**src/inc/amp_ctrl_consts.vh**
```
// offsets, field positions, reset values and codes for the amplifier control registers
// Summary of operation
// - Writing one to bit 4 of the reset register resets the whole digital path, coefficient memory and all control registers.
// - Writing one to bit 0 of the reset register returns only the control registers to their defaults, coefficient memory kept.
// - Both reset bits are self-clearing write strobes that fire once and read back as zero.
// - Switching frequency field 6-4 decodes 000 384 kHz, 010 480 kHz, 011 576 kHz, 100 768 kHz, others reserved.
// - Bit 2 of the output stage register selects bridge-tied output at zero and parallel bridge output at one.
// - Modulation field 1-0 selects dual-phase at 00, single-sided at 01 and hybrid at 10.
// - The dsp hold bit 4 resets to one and holds the DSP in reset; clearing it lets the DSP power up.
// - Mute bit 3 requests a soft mute of both channels with smooth ramps down and back up.
// - State field 1-0 selects deep sleep 00, sleep 01, high-impedance 10 and play 11.
// - The power state and mute register at offset 3h resets to 0x10.
// - The output stage register at offset 2h resets to 0x00.
`ifndef AMP_CTRL_CONSTS_VH
`define AMP_CTRL_CONSTS_VH
`define OFS_SOFT_RESET 8'h01
`define OFS_OUTPUT_STAGE 8'h02
`define OFS_POWER_STATE 8'h03
`define BIT_CORE_RESET 4
`define BIT_REG_RESET 0
`define RST_OUTPUT_STAGE 8'h00
`define RST_POWER_STATE 8'h10
`define MASK_OUTPUT_STAGE 8'h77
`define MASK_POWER_STATE 8'h1b
`define BIT_PARALLEL 2
`define BIT_DSP_HOLD 4
`define BIT_MUTE 3
`define FSW_384K 3'h0
`define FSW_480K 3'h2
`define FSW_576K 3'h3
`define FSW_768K 3'h4
`define MOD_DUAL 2'h0
`define MOD_SINGLE 2'h1
`define MOD_HYBRID 2'h2
`define ST_DEEP_SLEEP 2'h0
`define ST_SLEEP 2'h1
`define ST_HIZ 2'h2
`define ST_PLAY 2'h3
`define CORE_RESET_CYCLES 8'h10
`define RAMP_STEP_CYCLES 8'h0a
`endif

```
**src/amp_device_control_regs.v**
```verilog
// device control register group of the class-d amplifier
`timescale 1ns/100ps
`default_nettype none
`include "amp_ctrl_consts.vh"
module amp_device_control_regs #(
  parameter [7:0] RAMP_STEP = 8'h0a
) (
  input wire clk_sys,
  input wire rst_n,
  input wire wr_en,
  input wire rd_en,
  input wire [7:0] reg_addr,
  input wire [7:0] wr_data,
  output reg [7:0] rd_data,
  output reg rd_valid,
  output reg core_soft_reset,
  output reg coef_clear,
  output reg [1:0] fsw_code,
  output reg fsw_reserved,
  output reg parallel_bridge_output,
  output reg [1:0] modulation_scheme,
  output reg dsp_hold,
  output reg [7:0] volume_gain,
  output reg mute_done,
  output reg [1:0] power_state,
  output reg outputs_hiz,
  output reg play_active
);
  // stored state and its next values
  reg [7:0] out_stage_r;
  reg [7:0] out_stage_nxt;
  reg [7:0] pwr_mute_r;
  reg [7:0] pwr_mute_nxt;
  reg [7:0] core_cnt_r;
  reg [7:0] core_cnt_nxt;
  reg [7:0] ramp_cnt_r;
  reg [7:0] ramp_cnt_nxt;
  reg [7:0] gain_r;
  reg [7:0] gain_nxt;

  // write decode; the reset register holds no storage at all
  wire wr_reset = wr_en && (reg_addr == `OFS_SOFT_RESET);
  wire wr_out_stage = wr_en && (reg_addr == `OFS_OUTPUT_STAGE);
  wire wr_pwr_mute = wr_en && (reg_addr == `OFS_POWER_STATE);
  wire core_hit = wr_reset && wr_data[`BIT_CORE_RESET];
  wire reg_hit = wr_reset && wr_data[`BIT_REG_RESET];
  wire core_busy = (core_cnt_r != 8'h00);
  wire regs_to_default = core_hit || core_busy || reg_hit;
  wire [2:0] fsw_f = out_stage_r[6:4];
  wire [1:0] state_f = pwr_mute_r[1:0];
  wire mute_req = pwr_mute_r[`BIT_MUTE];
  wire ramp_tick = (ramp_cnt_r == 8'h00);

  function [1:0] fsw_enc;
    input [2:0] f;
    begin
      case (f)
        `FSW_384K: fsw_enc = 2'h0;
        `FSW_480K: fsw_enc = 2'h1;
        `FSW_576K: fsw_enc = 2'h2;
        `FSW_768K: fsw_enc = 2'h3;
        default: fsw_enc = 2'h0;
      endcase
    end
  endfunction

  // reserved codes fall back to the slowest rate, flagged separately
  function fsw_rsvd;
    input [2:0] f;
    begin
      case (f)
        `FSW_384K: fsw_rsvd = 1'b0;
        `FSW_480K: fsw_rsvd = 1'b0;
        `FSW_576K: fsw_rsvd = 1'b0;
        `FSW_768K: fsw_rsvd = 1'b0;
        default: fsw_rsvd = 1'b1;
      endcase
    end
  endfunction

  // unmapped offsets and the strobe register read as zero
  function [7:0] read_mux;
    input [7:0] a;
    input [7:0] stage;
    input [7:0] pwr;
    begin
      case (a)
        `OFS_SOFT_RESET: read_mux = 8'h00;
        `OFS_OUTPUT_STAGE: read_mux = stage;
        `OFS_POWER_STATE: read_mux = pwr;
        default: read_mux = 8'h00;
      endcase
    end
  endfunction

  // core reset holds defaults for its whole pulse, so writes then are lost
  always @* begin
    out_stage_nxt = out_stage_r;
    if (regs_to_default) begin
      out_stage_nxt = `RST_OUTPUT_STAGE;
    end else if (wr_out_stage) begin
      out_stage_nxt = wr_data & `MASK_OUTPUT_STAGE;
    end
  end

  always @(posedge clk_sys) begin
    if (!rst_n) begin
      out_stage_r <= `RST_OUTPUT_STAGE;
    end else begin
      out_stage_r <= out_stage_nxt;
    end
  end

  always @* begin
    pwr_mute_nxt = pwr_mute_r;
    if (regs_to_default) begin
      pwr_mute_nxt = `RST_POWER_STATE;
    end else if (wr_pwr_mute) begin
      pwr_mute_nxt = wr_data & `MASK_POWER_STATE;
    end
  end

  always @(posedge clk_sys) begin
    if (!rst_n) begin
      pwr_mute_r <= `RST_POWER_STATE;
    end else begin
      pwr_mute_r <= pwr_mute_nxt;
    end
  end

  // a second core write during the pulse restarts it
  always @* begin
    core_cnt_nxt = core_cnt_r;
    if (core_hit) begin
      core_cnt_nxt = `CORE_RESET_CYCLES;
    end else if (core_busy) begin
      core_cnt_nxt = core_cnt_r - 8'h01;
    end
  end

  always @(posedge clk_sys) begin
    if (!rst_n) begin
      core_cnt_r <= 8'h00;
    end else begin
      core_cnt_r <= core_cnt_nxt;
    end
  end

  // one gain step every RAMP_STEP+1 cycles; slow enough to avoid pops
  always @* begin
    ramp_cnt_nxt = ramp_cnt_r - 8'h01;
    if (core_busy) begin
      ramp_cnt_nxt = 8'h00;
    end else if (ramp_tick) begin
      ramp_cnt_nxt = RAMP_STEP;
    end
  end

  always @(posedge clk_sys) begin
    if (!rst_n) begin
      ramp_cnt_r <= 8'h00;
    end else begin
      ramp_cnt_r <= ramp_cnt_nxt;
    end
  end

  always @* begin
    gain_nxt = gain_r;
    if (core_busy) begin
      gain_nxt = 8'hff;
    end else if (ramp_tick && mute_req && (gain_r != 8'h00)) begin
      gain_nxt = gain_r - 8'h01;
    end else if (ramp_tick && !mute_req && (gain_r != 8'hff)) begin
      gain_nxt = gain_r + 8'h01;
    end
  end

  always @(posedge clk_sys) begin
    if (!rst_n) begin
      gain_r <= 8'hff;
    end else begin
      gain_r <= gain_nxt;
    end
  end

  // every output below comes straight from its own flip-flop
  always @(posedge clk_sys) begin
    if (!rst_n) begin
      rd_data <= 8'h00;
    end else begin
      rd_data <= read_mux(reg_addr, out_stage_r, pwr_mute_r);
    end
  end

  always @(posedge clk_sys) begin
    if (!rst_n) begin
      rd_valid <= 1'b0;
    end else begin
      rd_valid <= rd_en;
    end
  end

  always @(posedge clk_sys) begin
    if (!rst_n) begin
      core_soft_reset <= 1'b0;
    end else begin
      core_soft_reset <= core_hit || core_busy;
    end
  end

  always @(posedge clk_sys) begin
    if (!rst_n) begin
      coef_clear <= 1'b0;
    end else begin
      coef_clear <= core_hit;
    end
  end

  always @(posedge clk_sys) begin
    if (!rst_n) begin
      fsw_code <= 2'h0;
    end else begin
      fsw_code <= fsw_enc(fsw_f);
    end
  end

  always @(posedge clk_sys) begin
    if (!rst_n) begin
      fsw_reserved <= 1'b0;
    end else begin
      fsw_reserved <= fsw_rsvd(fsw_f);
    end
  end

  always @(posedge clk_sys) begin
    if (!rst_n) begin
      parallel_bridge_output <= 1'b0;
    end else begin
      parallel_bridge_output <= out_stage_r[`BIT_PARALLEL];
    end
  end

  always @(posedge clk_sys) begin
    if (!rst_n) begin
      modulation_scheme <= `MOD_DUAL;
    end else begin
      modulation_scheme <= out_stage_r[1:0];
    end
  end

  // the dsp stays held while a core reset runs, whatever the bit says
  always @(posedge clk_sys) begin
    if (!rst_n) begin
      dsp_hold <= 1'b1;
    end else begin
      dsp_hold <= pwr_mute_r[`BIT_DSP_HOLD] || core_busy;
    end
  end

  always @(posedge clk_sys) begin
    if (!rst_n) begin
      volume_gain <= 8'hff;
    end else begin
      volume_gain <= gain_r;
    end
  end

  always @(posedge clk_sys) begin
    if (!rst_n) begin
      mute_done <= 1'b0;
    end else begin
      mute_done <= mute_req && (gain_r == 8'h00);
    end
  end

  always @(posedge clk_sys) begin
    if (!rst_n) begin
      power_state <= `ST_DEEP_SLEEP;
    end else begin
      power_state <= state_f;
    end
  end

  // every state but play leaves the outputs floating
  always @(posedge clk_sys) begin
    if (!rst_n) begin
      outputs_hiz <= 1'b1;
    end else begin
      outputs_hiz <= (state_f != `ST_PLAY);
    end
  end

  always @(posedge clk_sys) begin
    if (!rst_n) begin
      play_active <= 1'b0;
    end else begin
      play_active <= (state_f == `ST_PLAY);
    end
  end
endmodule
`default_nettype wire

```
**config.mk**
```make
export PLATFORM = sky130hd
export DESIGN_NAME = amp_device_control_regs
export DESIGN_NICKNAME = d
export VERILOG_FILES = /design/src/amp_device_control_regs.v
export VERILOG_INCLUDE_DIRS = /design/src /design/src/inc
export SDC_FILE = /design/constraint.sdc
export NUM_CORES = 1
export LEC_CHECK = 0
export ABC_CLOCK_PERIOD_IN_PS = 2700
export BUFFER_PORTS_ARGS = -buffer_cell sky130_fd_sc_hd__buf_4
export CORE_ASPECT_RATIO = 1.75
export CORE_MARGIN = 2
export CORE_UTILIZATION = 35
export CTS_BUF_LIST = sky130_fd_sc_hd__clkbuf_4 sky130_fd_sc_hd__clkbuf_8
export DETAILED_ROUTE_END_ITERATION = 7
export PLACE_DENSITY_LB_ADDON = 0.1
export SYNTH_ARGS = -nofsm -noshare
export SYNTH_HDL_FRONTEND = slang
export SYNTH_SLANG_ARGS = --single-unit
export TNS_END_PERCENT = 100
```
**constraint.sdc**
```tcl
create_clock -name clk_sys -period 2.7 [get_ports clk_sys]
set_input_delay 0 -clock clk_sys [delete_from_list [all_inputs] [get_ports clk_sys]]
set_output_delay 0 -clock clk_sys [all_outputs]
set_load 0.1 [all_outputs]
```
==> results.yml, run 1 <==
status:
  run_status: "complete, no violations"
routing:
  drt-wirelength-per-cell_um: 13.65
  detail_route.first_pass.iterations: 4
  drc_errors: 0
  vias: 2055
  drt.antenna.violating_nets: 0
  first_iter_violations: 85
  route.detailed.vias_per_inst: 4.928
  postRouteWirelength_um: 5690
power_and_ir_drop:
  power_switching_share_pct: 31.28
  comb_power_share_pct: 28.8
  power.net_switching_uw: 899.0
  static-leakage-power_uw: 0.001438
  worst_ir_drop_vdd_mv: 0.5049
  p_int_uw: 1975
  sequentialPowerShare_pct: 39.0
  pwr_density_cell_nw_per_um2: 868.5
  p_clk_share_pct: 32.3
final_layout:
  multiInputGateArea_um2: 1145
  diodes: 0
  num-fill-cells: 693
  area_growth_syn_to_layout_pct: 31.99
  final_layout_size_suffix_gt1_share_pct: 23.42
  finalNetCount: 353
  fin_area_um2: 3309
  ff_latch_area_um2: 1281
grt:
  grt_antenna_before_repair: 0
  first_global_vias: 2099
  overflow: 0
  grt_max_degree: 22
  grt_first_pass_wirelength_um: 9873
  overall_global_routing_usage_pct: 16.87
clock_tree:
  clock-root-buffer: "sky130_fd_sc_hd__clkbuf_8"
  clk-insertion-delay-late_ns: 0.34
  cts.sink_count: 64
  number_of_gates_resized_after_cts: 0
  htreeDepth: 3
  clkTransAtPathRegs_ns: 0.06
  cts_inserted_buffers: 9
  cts_post_setup_buffers_inserted: 0
  cts-hold-fix-buffers: 10
  number_of_buffers_on_the_longest_clock_path: 2
  cts_tree: "built"
sta:
  hold_viol: 0
  maxSlewViolCount: 0
  skew_ns: 0.008430
  setup_viol: 0
  rsz_0062_raised_after_global_routing: "no"
  final_period_minus_worst_setup_slack_ns: 2.330
  clock.fmax_ghz: 0.4292
  period_share_pct: 86.29
  setup_total_negative_slack_ns: 0
synthesis:
  ys_warn_count: 0
  synth.ff_latch_count: 64
  synth.cell_area_um2: 2507
  most_common_flop_cell_mapped_by_yosys: "sky130_fd_sc_hd__dfxtp_1"
  synth_cell_types: 46
  ys_async_sr_fraction_pct: 0
  synth_cells: 262
  synth_nets: 286
  synth-seq-area-share_pct: 51.10
  synth.avg_cell_area_um2: 9.570
  synth-edff-count: 0
critical_path:
  worst_ep_arrival_time_ns: 2.56
  critical_path.startpoint_type: "flip-flop"
  critical_path.max_fanout: 9
  required_ns: 2.93
  setup_crit_path_kind: "flip-flop to flip-flop"
  setup.worst_path.end_class: "flip-flop"
die:
  die-height_um: 116.0
  ioPinCount: 51
  fp.coreArea_um2: 6907
  die_area_um2: 7884
  initial_utilization_pct: 36.30
  core.rowCount: 40
  die_width_um: 67.98
place:
  port_buffers: 48
  dp_hpwl_um: 4196
  placed_area_um2: 2985
  routabilityCongestion: 0.8251
worst_hold_path:
  hold_path_class: "input port to flip-flop"
run:
  max-cap-violations: 0
-- cells by family (layout without fill, tap and decap cells) --
logic type / Yosys count / count (layout) / synth area share, %
xor+xnor: 15 / 15 / 5.239
compound gates: 27 / 27 / 7.385
mux: 14 / 14 / 5.589
other cells: 1 / 1 / 0.1496
flops: 64 / 64 / 51.10
buf+inv: 18 / 89 / 3.243
simple gates: 119 / 119 / 25.30
fa+ha+maj: 4 / 4 / 1.996
-- metal layers --
layer  up-vias  wire (um)  global-route usage [%]
met5         -          0                       0
met4         0        162                   9.867
met3        14        299                   5.728
met2        55       2985                   28.22
met1       948       2242                   17.85
li1       1038          -                       -
-- area by class of cell --
cell class / instances / share of cell area (%)
Multi-Input combinational cell: 180 / 34.59
Clock inverter: 3 / 1.966
Inverter: 7 / 0.7940
Clock buffer: 12 / 4.802
Sequential cell: 64 / 38.71
Tap cell: 84 / 3.176
Timing Repair Buffer: 67 / 15.95
-- power by group through the flow --
stage	clock, uW	sequential [uW]	combinational [uW]
finish	927	1120	827
floorplan	0	1170	585
global route	1010	1140	950
global placement	0	1140	817
CTS	960	1120	841
detailed placement	0	1140	821
-- critical path, stage by stage, from the launching register on --
cell,delay (ns)
sky130_fd_sc_hd__dfxtp_1,0.40
sky130_fd_sc_hd__or4_1,0.57
sky130_fd_sc_hd__nand2b_1,0.18
sky130_fd_sc_hd__nand2_1,0.08
sky130_fd_sc_hd__xnor2_1,0.06
sky130_fd_sc_hd__ha_1,0.22
sky130_fd_sc_hd__nor2_1,0.20
sky130_fd_sc_hd__nand4_1,0.12
sky130_fd_sc_hd__a21oi_1,0.20
sky130_fd_sc_hd__xnor2_1,0.14
sky130_fd_sc_hd__nand2_1,0.06
-- synth_stat cells (2+ instances only) --
| cell type | count | area share, % |
|---|---|---|
| sky130_fd_sc_hd__ha_1 | 4 | 2.0 |
| sky130_fd_sc_hd__dfxtp_1 | 64 | 51 |
| sky130_fd_sc_hd__a21oi_1 | 9 | 1.8 |
| sky130_fd_sc_hd__nand2_1 | 15 | 2.2 |
| sky130_fd_sc_hd__o21ai_0 | 2 | 0.40 |
| sky130_fd_sc_hd__o31ai_1 | 2 | 0.60 |
| sky130_fd_sc_hd__nand4b_1 | 2 | 0.70 |
| sky130_fd_sc_hd__xor2_1 | 4 | 1.4 |
| sky130_fd_sc_hd__xnor2_1 | 11 | 3.8 |
| sky130_fd_sc_hd__a32oi_1 | 2 | 0.70 |
| sky130_fd_sc_hd__nor4_2 | 2 | 1.0 |
| sky130_fd_sc_hd__a31oi_1 | 2 | 0.50 |
| sky130_fd_sc_hd__and3_1 | 4 | 1.0 |
| sky130_fd_sc_hd__mux2i_1 | 14 | 5.6 |
| sky130_fd_sc_hd__nor2_1 | 42 | 6.3 |
| sky130_fd_sc_hd__clkbuf_1 | 6 | 0.90 |
| sky130_fd_sc_hd__nor4_1 | 4 | 1.0 |
| sky130_fd_sc_hd__nor3_1 | 4 | 0.80 |
| sky130_fd_sc_hd__nand3_1 | 4 | 0.80 |
| sky130_fd_sc_hd__nand2b_1 | 10 | 2.5 |
| sky130_fd_sc_hd__nand4_1 | 9 | 2.2 |
| sky130_fd_sc_hd__and4_1 | 3 | 1.0 |
| sky130_fd_sc_hd__or3_1 | 2 | 0.50 |
| sky130_fd_sc_hd__and2_1 | 10 | 2.5 |
| sky130_fd_sc_hd__a311o_1 | 2 | 0.80 |
| sky130_fd_sc_hd__a21o_1 | 3 | 0.90 |
| sky130_fd_sc_hd__inv_1 | 7 | 1.0 |
-- flip-flops by register name, summed over array words and instances (netlist names) --
name                    flops
outputs_hiz                 1
parallel_bridge_output      1
ramp_cnt_r                  8
coef_clear                  1
core_cnt_r                  8
fsw_code                    2
core_soft_reset             1
rd_data                     7
dsp_hold                    1
out_stage_r                 6
play_active                 1
modulation_scheme           2
mute_done                   1
fsw_reserved                1
power_state                 2
gain_r                      8
volume_gain                 8
rd_valid                    1
pwr_mute_r                  4
-- per-stage QoR --
step	setup slack, ns	util (%)	hold slack, ns	cells	power, uW
6_report	0.3701	47.92	0.07436	417	2874
3_5_place_dp	0.3804	43.22	0.2158	392	1963
5_1_grt	0.1099	47.92	0.09182	417	3094
3_3_place_gp	0.3752	43.22	0.2084	392	1957
4_1_cts	0.3525	47.92	0.05249	417	2923
2_1_floorplan	0.4106	-	0.1273	262	1750
-- cells in the final DEF, fill, tap and decap left out, types with 7 or more instances in the layout --
cell type | netlist | routed
sky130_fd_sc_hd__a21oi_1 | 9 | 9
sky130_fd_sc_hd__and2_1 | 10 | 10
sky130_fd_sc_hd__buf_4 | 1 | 57
sky130_fd_sc_hd__clkbuf_8 | 0 | 11
sky130_fd_sc_hd__dfxtp_1 | 64 | 64
sky130_fd_sc_hd__dlygate4sd3_1 | 0 | 10
sky130_fd_sc_hd__inv_1 | 7 | 7
sky130_fd_sc_hd__mux2i_1 | 14 | 14
sky130_fd_sc_hd__nand2_1 | 15 | 15
sky130_fd_sc_hd__nand2b_1 | 10 | 10
sky130_fd_sc_hd__nand4_1 | 9 | 9
sky130_fd_sc_hd__nor2_1 | 42 | 42
sky130_fd_sc_hd__xnor2_1 | 11 | 11
-- path summary, 6_finish.rpt --
check	endpoint	cells after the start	startpoint	slack, ns
max	gain_r[6]$_SDFFE_PP1P_	10	gain_r[0]$_SDFFE_PP1P_	0.37
max reg2reg	gain_r[6]$_SDFFE_PP1P_	10	gain_r[0]$_SDFFE_PP1P_	0.37
min reg2reg	ramp_cnt_r[0]$_SDFF_PP0_	1	ramp_cnt_r[0]$_SDFF_PP0_	0.46
min	coef_clear$_SDFF_PN0_	4	reg_addr[2]	0.07
(Power assumes the default switching activity.)
==> run 2: changes to the inputs <==
Settings changed: MAX_ROUTING_LAYER from default to met4.
==> results.yml, run 2 (synthesis gave the netlist of run 1 again) <==
clock_tree:
  clock-root-buffer: "sky130_fd_sc_hd__clkbuf_8"
  cts.sink_count: 64
  clkTransAtPathRegs_ns: 0.07
  cts_post_setup_buffers_inserted: 0
  cts-hold-fix-buffers: 10
  cts_tree: "built"
  clk-insertion-delay-late_ns: 0.34
  cts_inserted_buffers: 9
  htreeDepth: 3
  number_of_buffers_on_the_longest_clock_path: 2
  number_of_gates_resized_after_cts: 0
routing:
  postRouteWirelength_um: 5715
  highest-signal-layer: "met4"
  dr_wl_met2_um: 2986
  drt-met1-wl_um: 2284
  detail_route.first_pass.iterations: 4
  vias: 2059
  drc_errors: 0
  drt-wirelength-per-cell_um: 13.71
  wl_met3_um: 281
  drt.antenna.violating_nets: 0
  route.detailed.vias_per_inst: 4.938
  first_iter_violations: 79
die:
  die_area_um2: 7884
  ioPinCount: 51
  core.rowCount: 40
  initial_utilization_pct: 36.30
  die-height_um: 116.0
  fp.coreArea_um2: 6907
  die_width_um: 67.98
final_layout:
  diodes: 0
  leading_cell_type_in_the_layout_fill_and_taps_excluded: "sky130_fd_sc_hd__dfxtp_1"
  mostFrequentLayoutCells: "sky130_fd_sc_hd__dfxtp_1 (64), sky130_fd_sc_hd__buf_4 (57), sky130_fd_sc_hd__nor2_1 (42)"
  final_layout_size_suffix_gt1_share_pct: 23.42
  layout.cells.non_filler: 417
  area_growth_syn_to_layout_pct: 31.99
  fin_area_um2: 3309
  finalNetCount: 353
sta:
  period_share_pct: 86.64
  maxSlewViolCount: 0
  clock.fmax_ghz: 0.4275
  skew_ns: 0.008579
  rsz_0062_raised_after_global_routing: "no"
  setup_viol: 0
  setup_total_negative_slack_ns: 0
  hold_viol: 0
  worst_hold_slack_ns: 0.07107
  final_period_minus_worst_setup_slack_ns: 2.339
critical_path:
  required_ns: 2.93
  critical_path_buf_inv_count: 0
  setup_crit_path_kind: "flip-flop to flip-flop"
  crit_path_cell_trace: "or4_1 -> nand2b_1 -> nand2_1 -> xnor2_1 -> ha_1 -> nor2_1 -> nand4_1 -> a21oi_1 -> xnor2_1 -> nand2_1"
  critical_path.startpoint_type: "flip-flop"
  worst_ep_arrival_time_ns: 2.57
  timing.critical_path.max_delay_family: "simple AND/OR/NAND/NOR gates"
  maximum_single_stage_delay_on_the_critical_path_ns: 0.57
  timing.critical_path.slowest_stage_cell: "sky130_fd_sc_hd__or4_1"
  setup.worst_path.end_class: "flip-flop"
  critical_path.max_fanout: 9
grt:
  overflow: 0
  grt_max_degree: 22
  first_global_vias: 2098
  overall_global_routing_usage_pct: 17.36
  grt_antenna_before_repair: 0
  grt_first_pass_wirelength_um: 9873
power_and_ir_drop:
  static-leakage-power_uw: 0.001438
  worst_ir_drop_vdd_mv: 0.5047
  pwr_density_cell_nw_per_um2: 869.2
place:
  dp_hpwl_um: 4196
  routabilityCongestion: 0.8376
  port_buffers: 48
  placed_area_um2: 2985
  dp.cells: 392
run:
  max-cap-violations: 0
status:
  run_status: "complete, no violations"
worst_hold_path:
  hold_path_class: "input port to flip-flop"
-- run 2: layout make-up --
class                           count  area (um^2)
Tap cell                           84        105.1
Sequential cell                    64         1281
Timing Repair Buffer               67        528.0
Clock inverter                      3        65.06
Clock buffer                       12        158.9
Fill cell                         693         3597
Multi-Input combinational cell    180         1145
Inverter                            7        26.28
-- run 2: worst paths after layout --
| kind | startpoint | endpoint | slack [ns] | cells after the start |
|---|---|---|---|---|
| setup / recovery | gain_r[0]$_SDFFE_PP1P_ | gain_r[6]$_SDFFE_PP1P_ | 0.36 | 10 |
| hold / removal | reg_addr[2] | coef_clear$_SDFF_PN0_ | 0.07 | 4 |
| setup reg to reg | gain_r[0]$_SDFFE_PP1P_ | gain_r[6]$_SDFFE_PP1P_ | 0.36 | 10 |
| hold reg to reg | ramp_cnt_r[0]$_SDFF_PP0_ | ramp_cnt_r[0]$_SDFF_PP0_ | 0.46 | 1 |
-- run 2: metal layers --
metal  up-vias  track usage (%)
li1       1038                -
met1       954            18.15
met2        53            28.16
met3        14            5.340
met4         0            9.867
met5         -                -
-- run 2: power by group --
group / switching [uW] / total, uW / internal (uW)
logic: 465 / 827 / 362
registers: 81.0 / 1120 / 1040
clock network: 355 / 929 / 574
-- run 2: worst register-to-register path: stages (launching register included) --
cell,delay [ns]
sky130_fd_sc_hd__dfxtp_1,0.40
sky130_fd_sc_hd__or4_1,0.57
sky130_fd_sc_hd__nand2b_1,0.18
sky130_fd_sc_hd__nand2_1,0.08
sky130_fd_sc_hd__xnor2_1,0.06
sky130_fd_sc_hd__ha_1,0.22
sky130_fd_sc_hd__nor2_1,0.20
sky130_fd_sc_hd__nand4_1,0.12
sky130_fd_sc_hd__a21oi_1,0.20
sky130_fd_sc_hd__xnor2_1,0.14
sky130_fd_sc_hd__nand2_1,0.06
-- run 2: stage by stage --
stage          setup slack (ns)  util (%)  power [uW]
2_1_floorplan            0.4106         -        1750
3_3_place_gp             0.3752     43.22        1957
3_5_place_dp             0.3804     43.22        1963
4_1_cts                  0.3525     47.92        2923
5_1_grt                  0.1103     47.92        3093
6_report                 0.3607     47.92        2876
